### src/common/srl_pkg.sv
package srl_pkg;

  // ---------------------------------------------------------------------
  // Clock and base tick
  // ---------------------------------------------------------------------
  localparam int SRL_CLK_HZ = 20_000_000;
  localparam int SRL_TICK_MS = 1;
  localparam int SRL_TICK_CYC = SRL_CLK_HZ / 1000 * SRL_TICK_MS;

  // ---------------------------------------------------------------------
  // Intervals in milliseconds
  // ---------------------------------------------------------------------
  localparam logic [11:0] SRL_HALF_MS = 12'h1F4;
  localparam logic [11:0] SRL_PAUSE_MS = 12'h7D0;
  localparam logic [11:0] SRL_SETTLE_MS = 12'h064;
  localparam logic [11:0] SRL_BLIP_MS = 12'h096;
  localparam logic [11:0] SRL_RST_MIN_MS = 12'h0FA;
  localparam logic [11:0] SRL_RST_MAX_MS = 12'hBB8;
  localparam logic [18:0] SRL_CFG_TIMEOUT_MS = 19'h493E0;
  localparam logic [3:0] SRL_TP_PERIOD_MS = 4'hC;

  // ---------------------------------------------------------------------
  // Switch positions
  // ---------------------------------------------------------------------
  localparam logic [3:0] SRL_POS_CFG = 4'h0;
  localparam logic [3:0] SRL_POS_MM = 4'h1;
  localparam logic [3:0] SRL_POS_AM = 4'h2;
  localparam logic [3:0] SRL_POS_MM_MAX = 4'h4;
  localparam logic [3:0] SRL_POS_LOGIC_MAX = 4'h8;
  localparam logic [3:0] SRL_POS_OFF_MAX = 4'h4;
  localparam logic [3:0] SRL_POS_ON_MAX = 4'h7;
  localparam logic [3:0] SRL_POS_JOG_MAX = 4'h9;
  localparam logic [3:0] SRL_TIME_LONG = 4'hA;

  typedef enum logic [1:0] {
    SRL_VAR_SINGLE = 2'h0,
    SRL_VAR_DUAL = 2'h1,
    SRL_VAR_TIMING = 2'h2
  } srl_var_t;

  typedef enum logic [5:0] {
    SRL_ST_BOOT = 6'h01,
    SRL_ST_CHECK = 6'h02,
    SRL_ST_CFG_WAIT = 6'h04,
    SRL_ST_CFG = 6'h08,
    SRL_ST_RUN = 6'h10,
    SRL_ST_FAULT = 6'h20
  } srl_state_t;

  // Range maximum divided by ten, in ms; times the time position gives ms
  function automatic logic [19:0] srl_range_unit(input logic [3:0] pos,
                                                 input logic long_r);
    logic [19:0] u;
    u = 20'h00000;
    case (pos)
      4'h1: u = long_r ? 20'h02710 : 20'h00064;
      4'h2: u = long_r ? 20'h186A0 : 20'h003E8;
      4'h3: u = long_r ? 20'h493E0 : 20'h00BB8;
      4'h4: u = 20'h07530;
      4'h5: u = long_r ? 20'h07530 : 20'h0012C;
      4'h6: u = long_r ? 20'h493E0 : 20'h00BB8;
      4'h7: u = 20'h07530;
      4'h8: u = long_r ? 20'h186A0 : 20'h003E8;
      4'h9: u = long_r ? 20'h493E0 : 20'h00BB8;
      default: u = 20'h00000;
    endcase
    return u;
  endfunction

endpackage

### src/hw/srl_flasher.sv
`timescale 1ns/1ps
module srl_flasher
  import srl_pkg::*;
(
  input wire logic core_clk,
  input wire logic rst_b,
  input wire logic ms_tick,
  input wire logic enable,
  input wire logic [3:0] count,
  output logic led_q
);

  typedef struct packed {
    logic [11:0] cnt;
    logic [3:0] n;
    logic led;
    logic pause;
  } srl_fl_t;

  srl_fl_t q;
  srl_fl_t d;

  // ---------------------------------------------------------------------
  // Burst of counted flashes, then a pause
  // ---------------------------------------------------------------------
  always_comb begin
    d = q;
    if (!enable) begin
      d = '0;
      d.pause = 1'b1;
    end else if (ms_tick) begin
      d.cnt = q.cnt + 12'h001;
      if (q.pause) begin
        if (q.cnt == SRL_PAUSE_MS - 12'h001) begin
          d.cnt = '0;
          d.n = '0;
          d.pause = (count == 4'h0);
          d.led = (count != 4'h0);
        end
      end else if (q.cnt == SRL_HALF_MS - 12'h001) begin
        d.cnt = '0;
        if (q.led) begin
          d.led = 1'b0;
          d.n = q.n + 4'h1;
          d.pause = (q.n + 4'h1 >= count);
        end else begin
          d.led = 1'b1;
        end
      end
    end
  end

  always_ff @(posedge core_clk or negedge rst_b) begin
    if (!rst_b) begin
      q <= '{cnt: 12'h000, n: 4'h0, led: 1'b0, pause: 1'b1};
    end else begin
      q <= d;
    end
  end

  assign led_q = q.led;

endmodule

### src/hw/srl_top.sv
`timescale 1ns/1ps
module srl_top
  import srl_pkg::*;
#(
  parameter int MS_CYCLES = SRL_TICK_CYC
) (
  input wire logic core_clk,
  input wire logic rst_b,
  input wire logic [1:0] variant,
  input wire logic [3:0] reset_sw,
  input wire logic [3:0] logic_sw,
  input wire logic [3:0] range_sw,
  input wire logic [3:0] time_sw,
  input wire logic timing_config_terminal_a_to_b,
  input wire logic timing_config_terminal_a_to_24v,
  input wire logic safety_input_a,
  input wire logic safety_input_b,
  input wire logic link_safety_input,
  input wire logic reset_monitor_input,
  input wire logic circuit_check_ok,
  input wire logic nvm_valid,
  input wire logic [3:0] nvm_cfg_pos,
  input wire logic [3:0] nvm_time_pos,
  input wire logic nvm_long_range,
  output logic safety_out_q,
  output logic power_fault_red_q,
  output logic power_fault_green_q,
  output logic ind_input_a_q,
  output logic ind_cfg_term_q,
  output logic ind_link_q,
  output logic test_pulse_q,
  output logic nvm_erase_q,
  output logic nvm_write_q,
  output logic [3:0] nvm_wr_cfg_q,
  output logic [3:0] nvm_wr_time_q,
  output logic nvm_wr_long_q,
  output logic config_mode_q,
  output logic perm_fault_q
);

  localparam int PW = $clog2(MS_CYCLES + 1);

  typedef struct packed {
    srl_state_t st;
    logic [PW-1:0] pre;
    logic tick;
    logic [1:0] var_s;
    logic [11:0] tmr;
    logic ph;
    logic [11:0] blip;
    logic [18:0] to;
    logic [3:0] cfg;
    logic [3:0] tim_pos;
    logic long_r;
    logic [3:0] tp_cnt;
    logic tp;
    logic b_seen;
    logic out;
    logic rst_prev;
    logic [11:0] rst_len;
    logic tim_run;
    logic [23:0] tim;
    logic red;
    logic green;
    logic ind_a;
    logic ind_t;
    logic ind_l;
    logic erase;
    logic write;
    logic fault;
    logic cfgm;
  } srl_top_t;

  srl_top_t q;
  srl_top_t d;

  // ---------------------------------------------------------------------
  // Decode of switches and inputs
  // ---------------------------------------------------------------------
  logic is_timing;
  logic is_dual;
  logic [3:0] cur_cfg;
  logic [3:0] lg;
  logic pair;
  logic en;
  logic mm;
  logic fn_off;
  logic fn_on;
  logic fn_jog;
  logic retrig;
  logic cfg_bad;
  logic [23:0] delay;
  logic [2:0] fl_en;
  logic [2:0] fl_led;
  logic [3:0] fl_cnt [3];

  assign is_timing = (q.var_s == SRL_VAR_TIMING);
  assign is_dual = (q.var_s == SRL_VAR_DUAL);
  assign cur_cfg = is_timing ? range_sw : (is_dual ? logic_sw : reset_sw);

  assign lg = q.cfg - 4'h1;
  assign pair = lg[0] ? (safety_input_a & safety_input_b)
                      : (safety_input_a | safety_input_b);
  always_comb begin
    if (is_timing) begin
      en = link_safety_input;
    end else if (is_dual) begin
      en = lg[1] ? (pair & link_safety_input) : (pair | link_safety_input);
    end else begin
      // Second channel required only if b_seen; the reset after configuration clears it, so run requires input A alone
      en = q.b_seen ? (safety_input_a & safety_input_b) : safety_input_a;
    end
  end

  assign mm = is_dual ? (q.cfg <= SRL_POS_MM_MAX) : (q.cfg == SRL_POS_MM);
  assign fn_off = (q.cfg <= SRL_POS_OFF_MAX);
  assign fn_on = (q.cfg > SRL_POS_OFF_MAX) && (q.cfg <= SRL_POS_ON_MAX);
  assign fn_jog = (q.cfg > SRL_POS_ON_MAX);
  assign retrig = timing_config_terminal_a_to_b & fn_off;
  assign delay = 24'(srl_range_unit(q.cfg, q.long_r) * q.tim_pos);

  always_comb begin
    if (is_timing) begin
      cfg_bad = (cur_cfg > SRL_POS_JOG_MAX) || (time_sw == 4'h0) ||
                (time_sw > SRL_TIME_LONG);
    end else if (is_dual) begin
      cfg_bad = (cur_cfg > SRL_POS_LOGIC_MAX);
    end else begin
      cfg_bad = (cur_cfg > SRL_POS_AM);
    end
  end

  // ---------------------------------------------------------------------
  // Setting report flashers
  // ---------------------------------------------------------------------
  always_comb begin
    fl_en[0] = (q.st == SRL_ST_CFG) && !is_timing;
    fl_en[1] = (q.st == SRL_ST_CFG) && is_timing;
    fl_en[2] = (q.st == SRL_ST_CFG) && is_timing;
    fl_cnt[0] = cur_cfg;
    fl_cnt[1] = cur_cfg;
    fl_cnt[2] = time_sw;
  end

  for (genvar i = 0; i < 3; i++) begin : g_fl
    srl_flasher u_fl (
      .core_clk(core_clk),
      .rst_b(rst_b),
      .ms_tick(q.tick),
      .enable(fl_en[i]),
      .count(fl_cnt[i]),
      .led_q(fl_led[i])
    );
  end

  // ---------------------------------------------------------------------
  // Sequencer
  // ---------------------------------------------------------------------
  always_comb begin
    d = q;
    d.erase = 1'b0;
    d.write = 1'b0;
    d.tick = 1'b0;
    if (q.pre == PW'(MS_CYCLES - 1)) begin
      d.pre = '0;
      d.tick = 1'b1;
    end else begin
      d.pre = q.pre + PW'(1);
    end
    if (q.tick) begin
      d.tmr = q.tmr + 12'h001;
      if (q.tmr == SRL_HALF_MS - 12'h001) begin
        d.tmr = '0;
        d.ph = ~q.ph;
      end
    end

    case (q.st)
      SRL_ST_BOOT: begin
        d.var_s = variant;
        d.st = SRL_ST_CHECK;
      end

      SRL_ST_CHECK: begin
        d.cfg = cur_cfg;
        d.tim_pos = time_sw;
        d.tmr = '0;
        if (cur_cfg == SRL_POS_CFG) begin
          d.long_r = (time_sw == SRL_TIME_LONG);
          d.erase = 1'b1;
          d.st = SRL_ST_CFG_WAIT;
        end else begin
          d.long_r = nvm_long_range;
          if (!nvm_valid || cfg_bad || !circuit_check_ok ||
              (cur_cfg != nvm_cfg_pos) ||
              (is_timing && (time_sw != nvm_time_pos))) begin
            d.st = SRL_ST_FAULT;
          end else begin
            d.st = SRL_ST_RUN;
          end
        end
      end

      SRL_ST_CFG_WAIT: begin
        if (q.tick && (q.tmr == SRL_SETTLE_MS)) begin
          d.tmr = '0;
          d.ph = 1'b1;
          d.to = '0;
          d.st = SRL_ST_CFG;
        end
      end

      SRL_ST_CFG: begin
        if (q.tick) begin
          d.tp_cnt = (q.tp_cnt == SRL_TP_PERIOD_MS - 4'h1) ? 4'h0 : q.tp_cnt + 4'h1;
          d.to = q.to + 19'h00001;
          if (q.blip != 12'h000) begin
            d.blip = q.blip - 12'h001;
          end
        end
        d.tp = q.tick && (q.tp_cnt == 4'h0);
        if (q.tp && safety_input_b) begin
          d.b_seen = 1'b1;
        end
        if ((cur_cfg != q.cfg) || (time_sw != q.tim_pos)) begin
          d.cfg = cur_cfg;
          d.tim_pos = time_sw;
          d.write = 1'b1;
          d.blip = SRL_BLIP_MS;
          d.to = '0;
        end
        d.red = q.ph || (q.blip != 12'h000);
        d.ind_a = fl_led[0];
        d.ind_t = fl_led[1];
        d.ind_l = fl_led[2];
        // Operator left it too long without the closing power cycle
        if (q.to == SRL_CFG_TIMEOUT_MS) begin
          d.tp = 1'b0;
          d.ind_a = 1'b0;
          d.ind_t = 1'b0;
          d.ind_l = 1'b0;
          d.st = SRL_ST_FAULT;
        end
      end

      SRL_ST_RUN: begin
        d.green = 1'b1;
        d.red = 1'b0;
        d.ind_a = safety_input_a;
        d.ind_t = is_timing & retrig;
        d.ind_l = link_safety_input;
        d.rst_prev = reset_monitor_input;
        if (is_timing) begin
          if (!fn_off) begin
            if (!en || (fn_jog && !timing_config_terminal_a_to_24v)) begin
              d.out = 1'b0;
              d.tim = '0;
            end else begin
              if (q.tick && (q.tim < delay)) begin
                d.tim = q.tim + 24'h000001;
              end
              d.out = fn_on ? (q.tim >= delay) : (q.tim < delay);
            end
          end else if (q.tim_run) begin
            if (retrig && en) begin
              d.tim_run = 1'b0;
              d.tim = '0;
            end else if (q.tim >= delay) begin
              d.out = 1'b0;
              d.tim_run = 1'b0;
              d.tim = '0;
            end else if (q.tick) begin
              d.tim = q.tim + 24'h000001;
            end
          end else if (q.out && !en) begin
            d.tim_run = 1'b1;
          end else if (!q.out && en) begin
            d.out = 1'b1;
          end
        end else begin
          if (reset_monitor_input) begin
            if (q.tick && (q.rst_len <= SRL_RST_MAX_MS)) begin
              d.rst_len = q.rst_len + 12'h001;
            end
          end else begin
            d.rst_len = '0;
          end
          if (!en) begin
            d.out = 1'b0;
          end else if (!mm) begin
            if (reset_monitor_input) begin
              d.out = 1'b1;
            end
          end else if (q.rst_prev && !reset_monitor_input &&
                       (q.rst_len >= SRL_RST_MIN_MS) &&
                       (q.rst_len <= SRL_RST_MAX_MS)) begin
            d.out = 1'b1;
          end
        end
      end

      SRL_ST_FAULT: begin
        d.fault = 1'b1;
        d.out = 1'b0;
        d.green = 1'b0;
        d.tp = 1'b0;
        d.red = q.ph;
        d.ind_a = 1'b0;
        d.ind_t = 1'b0;
        d.ind_l = 1'b0;
      end

      default: begin
        d.st = SRL_ST_FAULT;
      end
    endcase
    d.cfgm = (d.st == SRL_ST_CFG_WAIT) || (d.st == SRL_ST_CFG);
  end

  // ---------------------------------------------------------------------
  // State register
  // ---------------------------------------------------------------------
  always_ff @(posedge core_clk or negedge rst_b) begin
    if (!rst_b) begin
      q <= '0;
      q.st <= SRL_ST_BOOT;
    end else begin
      q <= d;
    end
  end

  assign safety_out_q = q.out;
  assign power_fault_red_q = q.red;
  assign power_fault_green_q = q.green;
  assign ind_input_a_q = q.ind_a;
  assign ind_cfg_term_q = q.ind_t;
  assign ind_link_q = q.ind_l;
  assign test_pulse_q = q.tp;
  assign nvm_erase_q = q.erase;
  assign nvm_write_q = q.write;
  assign nvm_wr_cfg_q = q.cfg;
  assign nvm_wr_time_q = q.tim_pos;
  assign nvm_wr_long_q = q.long_r;
  assign config_mode_q = q.cfgm;
  assign perm_fault_q = q.fault;

endmodule

### config.mk
export PLATFORM = sky130hd
export DESIGN_NAME = srl_top
export DESIGN_NICKNAME = d
export VERILOG_FILES = /design/src/common/srl_pkg.sv /design/src/hw/srl_flasher.sv /design/src/hw/srl_top.sv
export SDC_FILE = /design/constraint.sdc
export NUM_CORES = 1
export LEC_CHECK = 0
export ABC_AREA = 1
export BUFFER_PORTS_ARGS = -buffer_cell sky130_fd_sc_hd__buf_2
export CORE_MARGIN = 5
export CORE_UTILIZATION = 45
export CTS_CLUSTER_DIAMETER = 200
export CTS_CLUSTER_SIZE = 40
export DETAILED_ROUTE_END_ITERATION = 16
export PLACE_DENSITY = 0.65
export SYNTH_ARGS = -nofsm -noshare
export SYNTH_HDL_FRONTEND = slang
export SYNTH_SLANG_ARGS = --single-unit
export TNS_END_PERCENT = 50
### constraint.sdc
create_clock -name core_clk -period 8.9 [get_ports core_clk]
set_clock_uncertainty 0.05 [all_clocks]
set_input_delay 0 -clock core_clk [delete_from_list [all_inputs] [get_ports core_clk]]
set_output_delay 0 -clock core_clk [all_outputs]
set_load 0.005 [all_outputs]
==> summary.md <==
| Metric | Value |
|---|---|
| Cell area after layout | 15,800 sq um |
| H-Tree Depth | 4 |
| XOR/XNOR share of the synthesized area | between 5 and 6% |
| GRT Util Overall | 20.8% |
| Site row count | 65 |
| Area of the multi-input gates | 8400 sq um |
| Critical path class | reg2reg |
| DR vias/cell | around 5.3 |
| Top cell family by delay on the critical path | simple AND/OR/NAND/NOR gates |
| Hold EP | nvm_wr_cfg_q[0]$_DFFE_PN0P_ |
| Post-synth EDFFs | 0 |
| Largest family of logic cells by synthesized area | simple AND/OR/NAND/NOR gates |
| GP Congestion | 0.931 |
| Clk pwr share | between 20% and 30% |
| Worst Hold Class | in2reg |
| Max-Cap Viols | 0 |
| Main flop type after synthesis | dfrtp_1 |
| Yosys reg bits | around 190 |
| Critical Path End Type | register |
| Reg clk slew, reported paths | 0.08 ns |
| Hold wc startpoint | range_sw[0] |
| Initial Util | between 40% and 50% |
| Pwr/cell area | around 230 nW/um^2 |
| Vias in the first global route | roughly 13,000 |
| Post-synthesis average cell area | just over 7 sq um |
| Synth top area cells | dfrtp_1 31%, nand2_1 13%, inv_1 7.7% |
| Worst-skew pair later-pin latency | approximately 0.46 ns |
| CTS Sinks | 185 |
| Routed Antenna Nets | 0 |
| Port Buffer Count | 56 |
| Status | completed |
| Post-detail-place hpwl | 27,800 um |
| DR pass1 iterations | 6 |
| Synth area leader | dfrtp_1 |
| Setup TNS Final | 0 ns |
| Total length of routed wires | between 30,000 and 40,000 um |
| Hold Fails Final Rpt | 0 |
| Core ar. | 31,600 sq um |
| Final setup margin | between 1.5 and 2 ns |
| Syn nets | ~2,200 |
| CP bufs+invs | 7 |
| 1st-iter DRT viols | about 1,000 |
| Sw Ratio | 47.6% |
| TritonCTS buffer count | 17 |
| Clock root cell | clkbuf_16 |
| CP peak stage delay | 0.64 ns |
| Slew Viols, Final | 0 |
| Crit path top cell by count | nand2_1 |
| # IOs | between 50 and 60 |
| Worst Path Max Fanout | 17 |
| Register area share after synthesis | roughly a third |
| Worst R2R End | q[18]$_DFFE_PN0P_ |
| Mux share of post-synthesis cell area | 0% |
| Simple-gate area share of the yosys netlist | 32.4% |
| # setup viols final | 0 |
| NetSw | about 0.0017 W |
| Die Span X | between 150 and 200 um |
| Post-Syn Area | 14,400 sq um |
| Remaining global-route overflow | 0 |
| DR DRC count | 0 |
| VDD IR max | around 0.23 mV |
| CP required | 9.24 ns |
| Placed cell area | about 15,000 sq um |
| Final min period | approximately 6.9 ns |
| Nets | 2,243 |
| FF+latch area | 4630 sq um |
| Synth top area share | 31.4% |
| Fmax | around 0.14 GHz |
| Pleak | approximately 7.7 nW |
| Post-synthesis cell count | around 2,000 |
| Die H | approximately 190 um |
| Post-synthesis cell type count | between 50 and 60 |
| Actual slew at the worst max-slew pin | ~1.1 ns |
| Period Utilization, post-route | ~78% |
| Critical Path Source Type | register |
| Pin count of the biggest net entering global routing | 104 |
| Layout cells sized above 1 | between 6 and 7% |
| Worst r2r src | nvm_wr_cfg_q[1]$_DFFE_PN0P_ |
| R2R depth | 37 |
| Synth-to-layout area growth | 9.43% |
| Synth Area in Compound Gates | approximately a tenth |
| Worst EP arrival | approximately 7.3 ns |
| Reg-to-reg slack, setup | 1.96 ns |
| Initial antenna violation count | 3 |
| Layout Utilization | between 40% and 50% |
| CP max stage cell | nor2_1 |
| Ys async rst share | 100% |
| Internal power | approximately 0.0019 W |
| Vias | about 13,000 |
| Clk buf depth | 2 |
| Gate power share | a little over half |
| First-pass GRT wire length | between 60,000 and 70,000 um |
| Post-DR wirelength/cell | 14.7 um |
| RSZ-0062 raised after global routing | false |
| Share of power burned in registers | 25.8% |
| Synth Area in Adders | ~11% |
| Max-slew headroom | slightly below 30% |
| Hold Crit Depth | 5 |
| Synth Warn # | 0 |
| TritonCTS clock tree | built |
| Die area | between 30,000 and 40,000 sq um |
| Fillers | approximately 3,100 |
| DP Worst Slack | between 2 and 2.5 ns |
-- cell usage after synthesis (all sizes together), types with 6 or more instances --
cell type	count
fa	27
xnor2	29
nor4	17
nand2	503
xor2	63
nor3	46
clkbuf	19
a21oi	79
o21ai	105
nor2	248
nand3	147
nand3b	6
ha	82
dfrtp	181
o22ai	7
buf	24
o31ai	13
o211ai	6
inv	304
or2	8
nand4	87
-- flip-flops by register name, indices dropped and copies added, names as in the netlist --
| register | cells |
|---|---|
| g_fl.u_fl.led_q | 3 |
| nvm_wr_cfg_q | 4 |
| nvm_write_q | 1 |
| nvm_wr_long_q | 1 |
| safety_out_q | 1 |
| nvm_wr_time_q | 4 |
| test_pulse_q | 1 |
| q | 111 |
| ind_cfg_term_q | 1 |
| config_mode_q | 1 |
| power_fault_green_q | 1 |
| perm_fault_q | 1 |
| g_fl.u_fl.q | 51 |
| ind_link_q | 1 |
| nvm_erase_q | 1 |
| ind_input_a_q | 1 |
| power_fault_red_q | 1 |
-- logic make-up after synthesis --
group | after synthesis
other | 1
DFF | 185
adders and majority gates | 109
buffers and inverters | 349
and+or+nand+nor | 1067
AOI/OAI and AO/OA | 237
xor gates and xnor gates | 92
-- tightest hold or removal path, stage by stage --
cell and delay (ns):
buf_2 0.09, nand2_1 0.05, nand2_1 0.20, nand2_1 0.10, o21ai_2 0.06
-- metal layers --
metal  track usage (%)  vias to the layer above  part of all wire (%)
met3              3.13                       61                   4.0
li1                  -                     6740                     -
met4              5.52                        4                   1.8
met5                 0                        -                 0.057
met2              35.9                      272                    49
met1              27.4                     6284                    45
-- how the worst max path moves through the flow --
stage                                startpoint                end  slack, ns  depth (start not counted)
global placement    nvm_wr_cfg_q[0]$_DFFE_PN0P_  q[27]$_DFFE_PN0P_       2.27                         37
CTS                 nvm_wr_cfg_q[1]$_DFFE_PN0P_  q[18]$_DFFE_PN0P_       1.97                         37
finish              nvm_wr_cfg_q[1]$_DFFE_PN0P_  q[18]$_DFFE_PN0P_       1.96                         37
floorplan           nvm_wr_cfg_q[0]$_DFFE_PN0P_  q[12]$_DFFE_PN0P_       3.12                         32
global route        nvm_wr_cfg_q[0]$_DFFE_PN0P_  q[25]$_DFFE_PN0P_       1.26                         36
detailed placement  nvm_wr_cfg_q[1]$_DFFE_PN0P_  q[18]$_DFFE_PN0P_       2.03                         37
-- area by class of cell --
class,instances,area share [%]
repair buffers,81,3.32
diodes,1,0.0159
clock buffers,17,2.70
clock inverters,15,0.880
flip-flops and latches,185,29.4
multi-input cells,1506,53.2
well taps,402,3.19
inverters,306,7.28
-- per-stage QoR --
step	cells	hold WS (ns)	total power [W]
global placement	2461	0.114	0.00281
floorplan	2040	-0.346	0.00238
CTS	2512	0.0119	0.00363
global route	2513	0.0602	0.00393
detailed placement	2461	0.125	0.00285
finish	2513	0.0194	0.00360
-- power by group through the flow --
| stage | Sequential (W) | Clock [W] | Combinational, W |
|---|---|---|---|
| finish | 0.000928 | 0.000750 | 0.00193 |
| global route | 0.000934 | 0.000795 | 0.00220 |
| CTS | 0.000929 | 0.000768 | 0.00194 |
| detailed placement | 0.000945 | 0 | 0.00191 |
| global placement | 0.000944 | 0 | 0.00187 |
| floorplan | 0.000920 | 0 | 0.00146 |
-- what timing repair did --
| item | 4_1_cts | 5_1_grt |
|---|---|---|
| resized for setup | 0 | 0 |
| hold buffers | 19 | 0 |
| buffers inserted | 0 | 0 |
| endpoints found under the hold margin | 127 | 0 |
-- cells in the final DEF, fill, tap and decap left out, types with 5 or more instances in the layout --
| cell | instances |
|---|---|
| nand3b_1 | 6 |
| nand2_2 | 5 |
| ha_1 | 82 |
| clkbuf_16 | 17 |
| o21ai_1 | 24 |
| nand2_4 | 5 |
| nand3_1 | 144 |
| nor3_1 | 46 |
| o211ai_1 | 6 |
| buf_2 | 55 |
| nor2_1 | 239 |
| dfrtp_1 | 181 |
| fa_1 | 27 |
| xor2_1 | 62 |
| nand4_1 | 87 |
| dlygate4sd3_1 | 19 |
| o22ai_1 | 7 |
| nor2_2 | 7 |
| o31ai_1 | 13 |
| o21ai_0 | 74 |
| nand2_1 | 493 |
| inv_1 | 295 |
| a31oi_1 | 5 |
| o21ai_2 | 7 |
| xnor2_1 | 29 |
| a21oi_1 | 78 |
| buf_4 | 6 |
| nor4_1 | 17 |
| inv_2 | 9 |
| o21bai_1 | 5 |
Note: power is estimated with default switching activity, not from simulation.
